### config.mk
export PLATFORM = sky130hd
export DESIGN_NAME = ppr_port_bank
export DESIGN_NICKNAME = d
export VERILOG_FILES = /design/src/hw/ppr_pkg.sv /design/src/hw/ppr_pin_sync.sv /design/src/hw/ppr_addr_decode.sv /design/src/hw/ppr_port_bank.sv
export VERILOG_INCLUDE_DIRS = /design/src /design/src/hw
export SDC_FILE = /design/constraint.sdc
export NUM_CORES = 1
export LEC_CHECK = 0
export ABC_CLOCK_PERIOD_IN_PS = 2000
export BUFFER_PORTS_ARGS = -buffer_cell sky130_fd_sc_hd__buf_2
export CAP_MARGIN = 20
export CORE_AREA = 8 8 284 176
export CTS_CLUSTER_DIAMETER = 150
export DETAILED_ROUTE_END_ITERATION = 10
export DIE_AREA = 0 0 292 184
export SLEW_MARGIN = 40
export SYNTH_ARGS = -nofsm -noshare
export SYNTH_HDL_FRONTEND = slang
export SYNTH_SLANG_ARGS = --single-unit
### constraint.sdc
create_clock -name ref_clk -period 2 [get_ports ref_clk]
set_clock_uncertainty 0.1 [all_clocks]
set_input_delay 0.2 -clock ref_clk [delete_from_list [all_inputs] [get_ports ref_clk]]
set_output_delay 0.2 -clock ref_clk [all_outputs]
set_load 0.05 [all_outputs]
### src/hw/ppr_regs.svh
// Function
// - ports A to E each hold an 8-bit read/write output latch, reset zero.
// - ports A to E each hold an 8-bit read/write direction register, reset zero.
// - each port has a read-only pin-level register; writes to it store nothing.
// - short-form I/O accesses decode only address bits 5:0, so higher addresses alias onto 0x00 to 0x3F.
// - data-space accesses see low I/O registers at their offset plus 0x20.
// - extended area from 0x60 is reachable only by data-space loads and stores.
// - port F output latch sits at extended address 0x62, 8 bits, reset zero.
// - in compatibility mode port C pins are driven outputs carrying the port C output latch.
// - port C compatibility state applies from reset without a running clock.
// - global pull-up disable suppresses every pull-up, even when requested.
// - in compatibility mode port F latches are unavailable; port F is input only.
`ifndef PPR_REGS_SVH
`define PPR_REGS_SVH

`define PPR_OFS_F_PIN_LEVELS    6'h00
`define PPR_OFS_E_PIN_LEVELS    6'h01
`define PPR_OFS_E_DIRECTION     6'h02
`define PPR_OFS_E_OUTPUT_LATCH  6'h03
`define PPR_OFS_D_PIN_LEVELS    6'h10
`define PPR_OFS_D_DIRECTION     6'h11
`define PPR_OFS_D_OUTPUT_LATCH  6'h12
`define PPR_OFS_C_PIN_LEVELS    6'h13
`define PPR_OFS_C_DIRECTION     6'h14
`define PPR_OFS_C_OUTPUT_LATCH  6'h15
`define PPR_OFS_B_PIN_LEVELS    6'h16
`define PPR_OFS_B_DIRECTION     6'h17
`define PPR_OFS_B_OUTPUT_LATCH  6'h18
`define PPR_OFS_A_PIN_LEVELS    6'h19
`define PPR_OFS_A_DIRECTION     6'h1A
`define PPR_OFS_A_OUTPUT_LATCH  6'h1B
`define PPR_OFS_SPECIAL_FUNC    6'h20

`define PPR_EXT_F_DIRECTION     8'h61
`define PPR_EXT_F_OUTPUT_LATCH  8'h62

`define PPR_DM_IO_BASE          16'h0020
`define PPR_DM_IO_LAST          16'h005F
`define PPR_DM_EXT_BASE         16'h0060
`define PPR_DM_EXT_LAST         16'h00FF

`define PPR_PULLUP_OFF_BIT      2
`define PPR_LATCH_RESET         8'h00
`define PPR_READ_UNMAPPED       8'h00

`endif

### src/hw/ppr_pkg.sv
package ppr_pkg;

	typedef enum logic {
		PPR_SPACE_IO,
		PPR_SPACE_DATA
	} ppr_space_t;

	// one processor access, short-form I/O or data-space load/store
	typedef struct packed {
		logic       valid;
		logic       write;
		ppr_space_t space;
		logic [15:0] addr;
		logic [7:0] wdata;
	} ppr_access_t;

	// decoded target of an access
	typedef struct packed {
		logic       hit;
		logic       ext;
		logic [7:0] idx;
	} ppr_sel_t;

	typedef enum logic [2:0] {
		PPR_PORT_A,
		PPR_PORT_B,
		PPR_PORT_C,
		PPR_PORT_D,
		PPR_PORT_E,
		PPR_PORT_F
	} ppr_port_t;

endpackage : ppr_pkg

### src/hw/ppr_pin_sync.sv
`timescale 1ns/10ps
`default_nettype none
module ppr_pin_sync #(
	parameter int W = 8
) (
	input  wire logic         ref_clk,   // system clock
	input  wire logic         rst_n,     // async reset, active low
	input  wire logic [W-1:0] pins_in,   // raw pin levels
	output var  logic [W-1:0] level      // filtered level
);

	logic [W-1:0] stage1;
	logic [W-1:0] stage2;
	logic [W-1:0] stage3;

	always_ff @(posedge ref_clk or negedge rst_n) begin
		if (!rst_n) begin
			stage1 <= '0;
			stage2 <= '0;
			stage3 <= '0;
		end else begin
			stage1 <= pins_in;
			stage2 <= stage1;
			stage3 <= stage2;
		end
	end

	// a change counts once stages two and three agree
	always_ff @(posedge ref_clk or negedge rst_n) begin
		if (!rst_n) begin
			level <= '0;
		end else begin
			for (int i = 0; i < W; i++) begin
				if (stage2[i] == stage3[i]) begin
					level[i] <= stage3[i];
				end
			end
		end
	end

endmodule : ppr_pin_sync
`default_nettype wire

### src/hw/ppr_addr_decode.sv
`timescale 1ns/10ps
`default_nettype none
`include "ppr_regs.svh"
module ppr_addr_decode import ppr_pkg::*; (
	input  wire ppr_access_t req,   // processor access
	output var  ppr_sel_t    sel    // decoded target
);

	always_comb begin
		sel = '0;
		if (req.valid) begin
			if (req.space == PPR_SPACE_IO) begin
				sel.hit = 1'b1;
				sel.idx = {2'b00, req.addr[5:0]};
			end else if (req.addr >= `PPR_DM_IO_BASE && req.addr <= `PPR_DM_IO_LAST) begin
				sel.hit = 1'b1;
				sel.idx = {2'b00, 6'(req.addr - `PPR_DM_IO_BASE)};
			end else if (req.addr >= `PPR_DM_EXT_BASE && req.addr <= `PPR_DM_EXT_LAST) begin
				sel.hit = 1'b1;
				sel.ext = 1'b1;
				sel.idx = req.addr[7:0];
			end
		end
	end

endmodule : ppr_addr_decode
`default_nettype wire

### src/hw/ppr_port_bank.sv
`timescale 1ns/10ps
`default_nettype none
`include "ppr_regs.svh"
module ppr_port_bank import ppr_pkg::*; #(
	parameter int W     = 8,
	parameter int PORTS = 6
) (
	input  wire logic                   ref_clk,      // system clock, 125 MHz
	input  wire logic                   rst_n,        // async reset, active low
	input  wire ppr_access_t            req,          // processor register access
	input  wire logic                   compat_mode,  // legacy mode strap
	input  wire logic [PORTS-1:0][W-1:0] port_pins,   // pin levels, A..F
	output var  logic [7:0]             rd_data,      // read answer
	output var  logic                   rd_valid,     // read answer strobe
	output var  logic [PORTS-1:0][W-1:0] pad_out,     // pad output value
	output var  logic [PORTS-1:0][W-1:0] pad_oe_n,    // pad drive enable, low drives
	output var  logic [PORTS-1:0][W-1:0] pad_pullup,  // pad pull-up enable
	output var  logic                   compat_active // captured legacy mode
);

	localparam int LATCHED = 5;

	ppr_sel_t                sel;
	logic [PORTS-1:0][W-1:0] level;
	logic [PORTS-1:0][W-1:0] out_latch;
	logic [PORTS-1:0][W-1:0] dir_reg;
	logic                    pullup_global_off;
	logic                    strap_taken;
	logic [PORTS-1:0]        wr_out;
	logic [PORTS-1:0]        wr_dir;
	logic                    wr_special;
	logic [7:0]              next_rd_data;
	logic                    next_rd_valid;

	function automatic logic [5:0] out_ofs(input int p);
		case (p)
			0:       out_ofs = `PPR_OFS_A_OUTPUT_LATCH;
			1:       out_ofs = `PPR_OFS_B_OUTPUT_LATCH;
			2:       out_ofs = `PPR_OFS_C_OUTPUT_LATCH;
			3:       out_ofs = `PPR_OFS_D_OUTPUT_LATCH;
			default: out_ofs = `PPR_OFS_E_OUTPUT_LATCH;
		endcase
	endfunction : out_ofs

	function automatic logic [5:0] dir_ofs(input int p);
		case (p)
			0:       dir_ofs = `PPR_OFS_A_DIRECTION;
			1:       dir_ofs = `PPR_OFS_B_DIRECTION;
			2:       dir_ofs = `PPR_OFS_C_DIRECTION;
			3:       dir_ofs = `PPR_OFS_D_DIRECTION;
			default: dir_ofs = `PPR_OFS_E_DIRECTION;
		endcase
	endfunction : dir_ofs

	function automatic logic [5:0] pin_ofs(input int p);
		case (p)
			0:       pin_ofs = `PPR_OFS_A_PIN_LEVELS;
			1:       pin_ofs = `PPR_OFS_B_PIN_LEVELS;
			2:       pin_ofs = `PPR_OFS_C_PIN_LEVELS;
			3:       pin_ofs = `PPR_OFS_D_PIN_LEVELS;
			4:       pin_ofs = `PPR_OFS_E_PIN_LEVELS;
			default: pin_ofs = `PPR_OFS_F_PIN_LEVELS;
		endcase
	endfunction : pin_ofs

	ppr_addr_decode u_decode (
		.req (req),
		.sel (sel)
	);

	ppr_pin_sync #(
		.W (PORTS * W)
	) u_sync (
		.ref_clk (ref_clk),
		.rst_n   (rst_n),
		.pins_in (port_pins),
		.level   (level)
	);

	// register selection and read mux
	always_comb begin
		wr_out        = '0;
		wr_dir        = '0;
		wr_special    = 1'b0;
		next_rd_data  = `PPR_READ_UNMAPPED;
		next_rd_valid = req.valid && !req.write;
		if (sel.hit && !sel.ext) begin
			for (int p = 0; p < LATCHED; p++) begin
				if (sel.idx[5:0] == out_ofs(p)) begin
					wr_out[p]    = req.write;
					next_rd_data = out_latch[p];
				end
				if (sel.idx[5:0] == dir_ofs(p)) begin
					wr_dir[p]    = req.write;
					next_rd_data = dir_reg[p];
				end
			end
			for (int p = 0; p < PORTS; p++) begin
				if (sel.idx[5:0] == pin_ofs(p)) begin
					next_rd_data = level[p];
				end
			end
			if (sel.idx[5:0] == `PPR_OFS_SPECIAL_FUNC) begin
				wr_special = req.write;
				next_rd_data = 8'h00;
				next_rd_data[`PPR_PULLUP_OFF_BIT] = pullup_global_off;
			end
		end else if (sel.hit && sel.ext && !compat_active) begin
			// extended area, reached only from the data-space decode
			case (sel.idx)
				`PPR_EXT_F_OUTPUT_LATCH: begin
					wr_out[PPR_PORT_F] = req.write;
					next_rd_data       = out_latch[PPR_PORT_F];
				end
				`PPR_EXT_F_DIRECTION: begin
					wr_dir[PPR_PORT_F] = req.write;
					next_rd_data       = dir_reg[PPR_PORT_F];
				end
				default: begin
					next_rd_data = `PPR_READ_UNMAPPED;
				end
			endcase
		end
	end

	// strap capture; resets to legacy so port C drives zero with no clock
	always_ff @(posedge ref_clk or negedge rst_n) begin
		if (!rst_n) begin
			compat_active <= 1'b1;
			strap_taken   <= 1'b0;
		end else if (!strap_taken) begin
			compat_active <= compat_mode;
			strap_taken   <= 1'b1;
		end
	end

	// output latches
	always_ff @(posedge ref_clk or negedge rst_n) begin
		if (!rst_n) begin
			out_latch <= '0;
		end else begin
			for (int p = 0; p < PORTS; p++) begin
				if (wr_out[p]) begin
					out_latch[p] <= req.wdata;
				end
			end
		end
	end

	// direction registers
	always_ff @(posedge ref_clk or negedge rst_n) begin
		if (!rst_n) begin
			dir_reg <= '0;
		end else begin
			for (int p = 0; p < PORTS; p++) begin
				if (wr_dir[p]) begin
					dir_reg[p] <= req.wdata;
				end
			end
		end
	end

	// global pull-up disable
	always_ff @(posedge ref_clk or negedge rst_n) begin
		if (!rst_n) begin
			pullup_global_off <= 1'b0;
		end else if (wr_special) begin
			pullup_global_off <= req.wdata[`PPR_PULLUP_OFF_BIT];
		end
	end

	// read answer
	always_ff @(posedge ref_clk or negedge rst_n) begin
		if (!rst_n) begin
			rd_data  <= 8'h00;
			rd_valid <= 1'b0;
		end else begin
			rd_data  <= next_rd_data;
			rd_valid <= next_rd_valid;
		end
	end

	// pad drive; port C starts as driven zero under reset
	always_ff @(posedge ref_clk or negedge rst_n) begin
		if (!rst_n) begin
			pad_out    <= '0;
			pad_oe_n   <= '1;
			pad_pullup <= '0;
			pad_oe_n[PPR_PORT_C] <= 8'h00;
		end else begin
			for (int p = 0; p < PORTS; p++) begin
				pad_out[p]    <= out_latch[p] & dir_reg[p];
				pad_oe_n[p]   <= ~dir_reg[p];
				pad_pullup[p] <= pullup_global_off ? 8'h00 : (~dir_reg[p] & out_latch[p]);
			end
			if (compat_active) begin
				pad_out[PPR_PORT_C]    <= out_latch[PPR_PORT_C];
				pad_oe_n[PPR_PORT_C]   <= 8'h00;
				pad_pullup[PPR_PORT_C] <= 8'h00;
				pad_out[PPR_PORT_F]    <= 8'h00;
				pad_oe_n[PPR_PORT_F]   <= 8'hFF;
				pad_pullup[PPR_PORT_F] <= 8'h00;
			end
		end
	end

	logic io_wr;
	logic dm_wr;
	assign io_wr = req.valid && req.write && req.space == PPR_SPACE_IO;
	assign dm_wr = req.valid && req.write && req.space == PPR_SPACE_DATA;
endmodule : ppr_port_bank
`default_nettype wire

==> results of run 1 <==
==> cells in the final DEF, fill, tap and decap left out, types with 14 or more instances in the layout <==
| master | count |
|---|---|
| a22oi_1 | 14 |
| and2_1 | 34 |
| buf_12 | 20 |
| buf_2 | 226 |
| buf_4 | 161 |
| buf_6 | 27 |
| clkbuf_16 | 43 |
| dfrtp_1 | 403 |
| dfstp_2 | 41 |
| dlygate4sd3_1 | 57 |
| inv_1 | 44 |
| maj3_1 | 48 |
| mux2_2 | 24 |
| mux2_4 | 57 |
| nand2_1 | 28 |
| nand2b_1 | 17 |
| nor2_1 | 31 |
| nor2b_1 | 17 |
| nor3_1 | 16 |
| nor3b_1 | 35 |
==> metal layers <==
metal / vias to the layer above / routed length [um]
met3: 67 / 3810
li1: 4911 / -
met4: 2 / 789
met5: - / 13
met2: 394 / 21600
met1: 5662 / 24600
==> critical path, delay by kind of cell <==
| kind | cells | cell delay [ns] |
|---|---|---|
| buffers and inverters | 4 | 0.60 |
| and+or+nand+nor | 3 | 1.19 |
| AOI/OAI and AO/OA | 1 | 0.39 |
| muxes | 1 | 0.32 |
==> stage by stage <==
| stage | total power (W) | setup TNS [ns] | std cells |
|---|---|---|---|
| 6_report | 0.0191 | -23.20 | 2232 |
| 3_5_place_dp | 0.0112 | -94.84 | 2074 |
| 2_1_floorplan | 0.0103 | -55.99 | 1103 |
| 5_1_grt | 0.0198 | -25.63 | 2232 |
| 4_1_cts | 0.0193 | -22.62 | 2231 |
| 3_3_place_gp | 0.0111 | -92.52 | 2074 |
==> synth_stat cells, types with 17 or more instances <==
master / n
and2_1: 36
clkbuf_1: 33
dfrtp_1: 403
dfstp_2: 41
inv_1: 44
maj3_1: 48
mux2_2: 80
nand2_1: 41
nand2b_1: 17
nor2_1: 37
nor2b_1: 17
nor3_1: 20
nor3b_1: 35
o21ai_0: 28
==> final cells by class <==
class | instances | area [sq um] | share of cell area [%]
inverter | 44 | 165 | 0.743
tap | 598 | 748 | 3.37
clock buffer | 62 | 1250 | 5.61
clock inverter | 16 | 139 | 0.625
multi-input combinational | 571 | 5040 | 22.7
timing repair buffer | 497 | 3730 | 16.8
sequential | 444 | 11200 | 50.2
==> logic make-up (layout without fill, tap and decap cells) <==
kind of cell / count (synthesis) / count (layout) / share of synthesized area [%]
AOI/OAI and AO/OA: 150 / 150 / 6.83
DFF: 444 / 444 / 70.7
other: 1 / 1 / 0.0238
buffers and inverters: 89 / 619 / 2.28
adders and majority gates: 48 / 48 / 3.05
muxes: 84 / 84 / 6.05
xor gates and xnor gates: 1 / 1 / 0.0555
and+or+nand+nor: 286 / 287 / 11.0
==> path summary, 6_finish.rpt <==
kind,cells past startpoint,from,to,slack (ns)
setup / recovery,9,req[23],out_latch[17]$_DFFE_PN0P_,-0.37
hold / removal,2,rst_n,u_sync.stage2[46]$_DFF_PN0_,0.02
setup reg to reg,8,out_latch[11]$_DFFE_PN0P_,rd_data[3]$_DFF_PN0_,0.07
hold reg to reg,0,u_sync.stage1[17]$_DFF_PN0_,u_sync.stage2[17]$_DFF_PN0_,0.25
max in group asynchronous,4,rst_n,pad_oe_n[25]$_DFF_PN1_,0.98
min in group ref_clk,3,req[3],dir_reg[35]$_DFFE_PN0P_,0.03
==> power by group through the flow <==
stage	sequential [W]	combinational [W]	clock, W
after global routing	0.00965	0.00168	0.00847
after CTS	0.00962	0.00156	0.00808
after detailed placement	0.00977	0.00138	0
after floorplan	0.00987	0.000412	0
final	0.00961	0.00156	0.00789
after global placement	0.00977	0.00137	0
==> what timing repair did <==
action	CTS	global route
setup endpoints to repair	106	106
setup buffers	25	3
hold endpoints to repair	458	0
hold buffers	57	0
pin swaps	43	13
gates cloned	3	0
resized for setup	160	42
==> insert_results.sql, run 1 <==
INSERT INTO impl_metrics (metric_group, metric, value, unit) VALUES
('run_status', 'outcome', 'finished with violations', ''),
('run_status', 'violations', 'negative setup slack', ''),
('detailed_routing', 'detail_route.drc_violations', '0', ''),
('sta', 'timing.fmax', '0.422', 'GHz'),
('sta', 'worst_hold_slack', '0.0160', 'ns'),
('sta', 'setup_ws', '-0.370', 'ns'),
('global_route', 'vias_in_the_first_global_route', '11789', ''),
('setup_path', 'timing.critical_path.slowest_stage_cell', 'or4_4', ''),
('clock_network', 'cts_tree', 'done', ''),
('place', 'dp_slack', '-1.13', 'ns'),
('clock_network', 'clk_sinks', '444', ''),
('place', 'placedInstanceArea', '19300', 'sq um'),
('pwr', 'power.switching', '0.00462', 'W'),
('global_route', 'grt.busiest_layer', 'met1', ''),
('hold_path', 'timing.hold.worst.class', 'input pin to async pin', ''),
('sta', 'transition_at_the_pin_with_the_smallest_max_transition_slack', '0.658', 'ns'),
('setup_path', 'critical_path.cell_chain', 'buf_6 -> or4_4 -> buf_6 -> o31a_1 -> buf_6 -> nor4_4 -> buf_6 -> and3_4 -> mux2_4', ''),
('run', 'max_cap_viol_count', '0', ''),
('setup_path', 'worstSetupStartpointType', 'input pin', ''),
('yosys', 'synth-main-ff-cell', 'dfrtp_1', ''),
('setup_path', 'setup_crit_path_kind', 'input pin to flip-flop', ''),
('detailed_routing', 'wirelength', '50800', 'um'),
('pwr', 'power_switching_share', '24.2', '%'),
('global_route', 'grt_max_degree', '77', ''),
('detailed_routing', 'antenna_violating_nets_post_route', '0', ''),
('clock_network', 'clock_insertion_delay_worst_skew', '0.56', 'ns'),
('setup_path', 'cp-end-kind', 'flip-flop', ''),
('setup_path', 'critical_path_arrival', '2.71', 'ns'),
('floorplan', 'boundaryPins', '232', ''),
('floorplan', 'num_rows', '61', ''),
('yosys', 'synth.net_count', '1181', ''),
('yosys', 'synth_enable_flop_cells', '0', ''),
('yosys', 'ys_top_cells_by_area', 'dfrtp_1 (64%), dfstp_2 (6.8%), mux2_2 (5.7%)', ''),
('pwr', 'power.static_leakage', '10.3', 'nW'),
('floorplan', 'design.core.area', '45700', 'sq um'),
('pwr', 'irDropWorstVdd', '656', 'uV'),
('floorplan', 'die_area', '53700', 'sq um'),
('final_layout', 'share_of_the_core_filled_with_cells', '48.6', '%'),
('global_route', 'global_route_met3_utilization', '4.43', '%'),
('setup_path', 'cp_max_fo', '8', ''),
('pwr', 'power.combinational.fraction', '8.2', '%'),
('clock_network', 'cts-htree-levels', '2', ''),
('pwr', 'clock_power_share', '41.4', '%'),
('setup_path', 'slowest_delay', '0.58', 'ns'),
('global_route', 'grt_antenna_before_repair', '4', ''),
('pwr', 'power.internal', '0.0145', 'W'),
('global_route', 'grt.met2_usage', '27.4', '%'),
('yosys', 'yosys.cell_types.count', '74', ''),
('global_route', 'groute.layer.met1.usage', '28.2', '%'),
('floorplan', 'dieWidth', '292', 'um'),
('yosys', 'synth-async-reset-ratio', '100', '%'),
('sta', 'final_min_period_over_clock_period', '119', '%'),
('clock_network', 'cts-root-to-sink-buffers', '3', ''),
('sta', 'report.final.hold_viol_count', '0', ''),
('sta', 'rsz_0062_raised_after_global_routing', 'yes', ''),
('setup_path', 'critical-path-top-cell-by-count', 'buf_6', ''),
('yosys', 'synth.yosys.warnings', '0', ''),
('detailed_routing', 'drtPass1Iterations', '5', ''),
('sta', 'finalSetupViolations', '97', ''),
('clock_network', 'path_clk_slew', '0.07', 'ns'),
('yosys', 'synth.largest_area_cell', 'dfrtp_1', ''),
('setup_path', 'cp.required', '2.34', 'ns'),
('detailed_routing', 'wl_per_cell', '22.7', 'um'),
('yosys', 'synthCells', '1103', ''),
('sta', 'minimum_period_implied_by_the_final_worst_setup_slack', '2.37', 'ns'),
('detailed_routing', 'drt_first_iter_violations', '691', ''),
('yosys', 'post_synth_instance_area', '15800', 'sq um'),
('yosys', 'synth.avg_cell_area', '14.3', 'sq um'),
('final_layout', 'final_antenna_diode_count', '0', ''),
('final_layout', 'fin_nets', '1678', ''),
('floorplan', 'initial_core_util', '34.5', '%');
No activity file was read; power rests on OpenSTA's default activity.
==> run 2, diff against run 1 <==
--- a/config.mk
+++ b/config.mk
@@ -13,6 +13,7 @@
 export CTS_CLUSTER_DIAMETER = 150
 export DETAILED_ROUTE_END_ITERATION = 10
 export DIE_AREA = 0 0 292 184
+export REMOVE_ABC_BUFFERS = 1
 export SLEW_MARGIN = 40
 export SYNTH_ARGS = -nofsm -noshare
 export SYNTH_HDL_FRONTEND = slang
==> insert_results.sql, run 2 (synthesis results as in run 1) <==
INSERT INTO impl_metrics (metric_group, metric, value, unit) VALUES
('floorplan', 'num_rows', '61', ''),
('setup_path', 'setup_crit_path_kind', 'input pin to flip-flop', ''),
('final_layout', 'drive_gt1_share', '45.6', '%'),
('run_status', 'violations', 'negative setup slack', ''),
('floorplan', 'boundaryPins', '232', ''),
('sta', 'worst_hold_slack', '0.0266', 'ns'),
('final_layout', 'num-fill-cells', '3995', ''),
('detailed_routing', 'wl_per_cell', '23.2', 'um'),
('pwr', 'power_switching_share', '24.2', '%'),
('place', 'place_congestion', '0.921', ''),
('detailed_routing', 'wirelength', '52100', 'um'),
('pwr', 'powerDensity', '852', 'nW/um^2'),
('detailed_routing', 'drtPass1Iterations', '7', ''),
('global_route', 'grt_antenna_before_repair', '4', ''),
('floorplan', 'design.core.area', '45700', 'sq um'),
('place', 'dp_slack', '-1.33', 'ns'),
('global_route', 'grt_max_degree', '69', ''),
('place', 'placedCellCount', '2083', ''),
('pwr', 'power.switching', '0.00458', 'W'),
('run', 'max_cap_viol_count', '0', ''),
('clock_network', 'cts-htree-levels', '2', ''),
('sta', 'setup_ws', '-0.276', 'ns'),
('pwr', 'seqPwrFrac', '50.9', '%'),
('sta', 'rsz_0062_raised_after_global_routing', 'yes', ''),
('sta', 'finalSetupViolations', '97', ''),
('setup_path', 'cp_max_fo', '8', ''),
('detailed_routing', 'drt_first_iter_violations', '848', ''),
('sta', 'report.final.hold_viol_count', '0', ''),
('clock_network', 'clock_insertion_delay_worst_skew', '0.55', 'ns'),
('hold_path', 'timing.hold.worst_path_depth', '3', ''),
('place', 'port-buffer-count', '231', ''),
('clock_network', 'path_clk_slew', '0.06', 'ns'),
('clock_network', 'clockRootBuffer', 'clkbuf_16', ''),
('pwr', 'irDropWorstVdd', '559', 'uV'),
('sta', 'timing.fmax', '0.439', 'GHz'),
('final_layout', 'share_of_the_core_filled_with_cells', '48.5', '%'),
('sta', 'transition_at_the_pin_with_the_smallest_max_transition_slack', '0.718', 'ns'),
('clock_network', 'cts_tree', 'done', ''),
('final_layout', 'areaGrowthSynthToFinish', '40.5', '%'),
('detailed_routing', 'antenna_violating_nets_post_route', '0', ''),
('clock_network', 'cts-root-to-sink-buffers', '3', ''),
('global_route', 'grt_first_pass_wirelength', '76900', 'um'),
('detailed_routing', 'route.vias.total', '11098', ''),
('final_layout', 'fin_nets', '1691', ''),
('pwr', 'clock_power_share', '40.9', '%'),
('setup_path', 'worstRegToRegCells', '6', ''),
('setup_path', 'cp-end-kind', 'flip-flop', ''),
('clock_network', 'clk_sinks', '444', ''),
('sta', 'slew_headroom', '51.9', '%'),
('global_route', 'globalRoute.totalOverflow', '0', ''),
('floorplan', 'dieWidth', '292', 'um'),
('pwr', 'power.internal', '0.0143', 'W'),
('place', 'hpwlAfterDp', '38900', 'um'),
('global_route', 'globalRouteTotalUtil', '19.0', '%'),
('setup_path', 'cp.required', '2.32', 'ns'),
('floorplan', 'die_area', '53700', 'sq um'),
('floorplan', 'floorplan.die.height', '184', 'um'),
('detailed_routing', 'viasPerCell', '4.94', ''),
('detailed_routing', 'detail_route.drc_violations', '0', ''),
('final_layout', 'layout_commonest_cell', 'dfrtp_1', ''),
('floorplan', 'initial_core_util', '34.5', '%'),
('final_layout', 'most_frequent_cells_in_the_layout', 'dfrtp_1 (403), buf_2 (225), buf_4 (173), dlygate4sd3_1 (56), maj3_1 (48)', ''),
('sta', 'final_min_period_over_clock_period', '114', '%'),
('sta', 'slew_viol_final', '0', ''),
('pwr', 'power.static_leakage', '10.4', 'nW'),
('setup_path', 'worstSetupStartpointType', 'input pin', ''),
('sta', 'minimum_period_implied_by_the_final_worst_setup_slack', '2.28', 'ns'),
('final_layout', 'final_cell_count_no_fill', '2245', ''),
('run_status', 'outcome', 'finished with violations', ''),
('clock_network', 'cts_buffers', '41', ''),
('setup_path', 'critical_path_arrival', '2.59', 'ns'),
('pwr', 'power.combinational.fraction', '8.2', '%'),
('hold_path', 'timing.hold.worst.class', 'input pin to flip-flop', ''),
('global_route', 'vias_in_the_first_global_route', '11830', '');
[run 2: worst max-delay path, stage by stage]
cell and delay (ns):
buf_6 0.09, or4_4 0.59, or4_4 0.58, a21oi_4 0.17, buf_6 0.13, nand3_4 0.10
nor3_4 0.25, buf_12 0.17, mux2_4 0.30
[run 2: cell type report]
class	instances	area [sq um]	area share (%)
Clock inverter	13	115	0.519
Clock buffer	62	1210	5.48
Inverter	44	165	0.745
Multi-Input combinational cell	570	4940	22.3
Sequential cell	444	11200	50.3
Tap cell	598	748	3.37
Timing Repair Buffer	512	3820	17.2
Antenna cell	2	5.00	0.0226
[run 2: through the flow]
stage	total power, W	area, sq um	setup TNS [ns]
3_3_place_gp	0.0111	19200	-95.90
4_1_cts	0.0190	21700	-13.35
3_5_place_dp	0.0111	19200	-95.02
6_report	0.0189	22200	-18.23
2_1_floorplan	0.0102	15600	-89.80
5_1_grt	0.0196	22200	-20.64
[run 2: final timing paths]
path	from	endpoint	slack (ns)
worst min register to register	u_sync.stage1[1]$_DFF_PN0_	u_sync.stage2[1]$_DFF_PN0_	0.24
worst max register to register	out_latch[9]$_DFFE_PN0P_	rd_data[1]$_DFF_PN0_	0.10
worst min-delay path	req[7]	dir_reg[39]$_DFFE_PN0P_	0.03
max in group asynchronous	rst_n	pad_oe_n[28]$_DFF_PN1_	0.84
min in group asynchronous	rst_n	u_sync.level[3]$_DFFE_PN0N_	0.12
worst max-delay path	req[21]	out_latch[10]$_DFFE_PN0P_	-0.28
[run 2: routing by layer]
layer | GRT usage (%) | vias up | part of all wire (%)
li1 | - | 4935 | -
met1 | 28.1 | 5736 | 48
met2 | 28.2 | 371 | 43
met3 | 4.50 | 56 | 6.8
met4 | 4.09 | 0 | 1.6
met5 | 0 | - | 0
[run 2: power groups by stage]
stage | combinational [W] | sequential (W) | clock, W
6_report | 0.00156 | 0.00961 | 0.00771
5_1_grt | 0.00167 | 0.00964 | 0.00829
4_1_cts | 0.00152 | 0.00961 | 0.00792
3_5_place_dp | 0.00137 | 0.00977 | 0
3_3_place_gp | 0.00137 | 0.00976 | 0
2_1_floorplan | 0.000318 | 0.00990 | 0
[run 2: timing repair]
item                       4_1_cts  5_1_grt
setup buffers                   22        6
hold endpoints to repair       401        0
gates resized for setup        115      108
pin swaps                       39       17
gates cloned                     2        1
hold buffers                    56        0
setup endpoints to repair      106      105
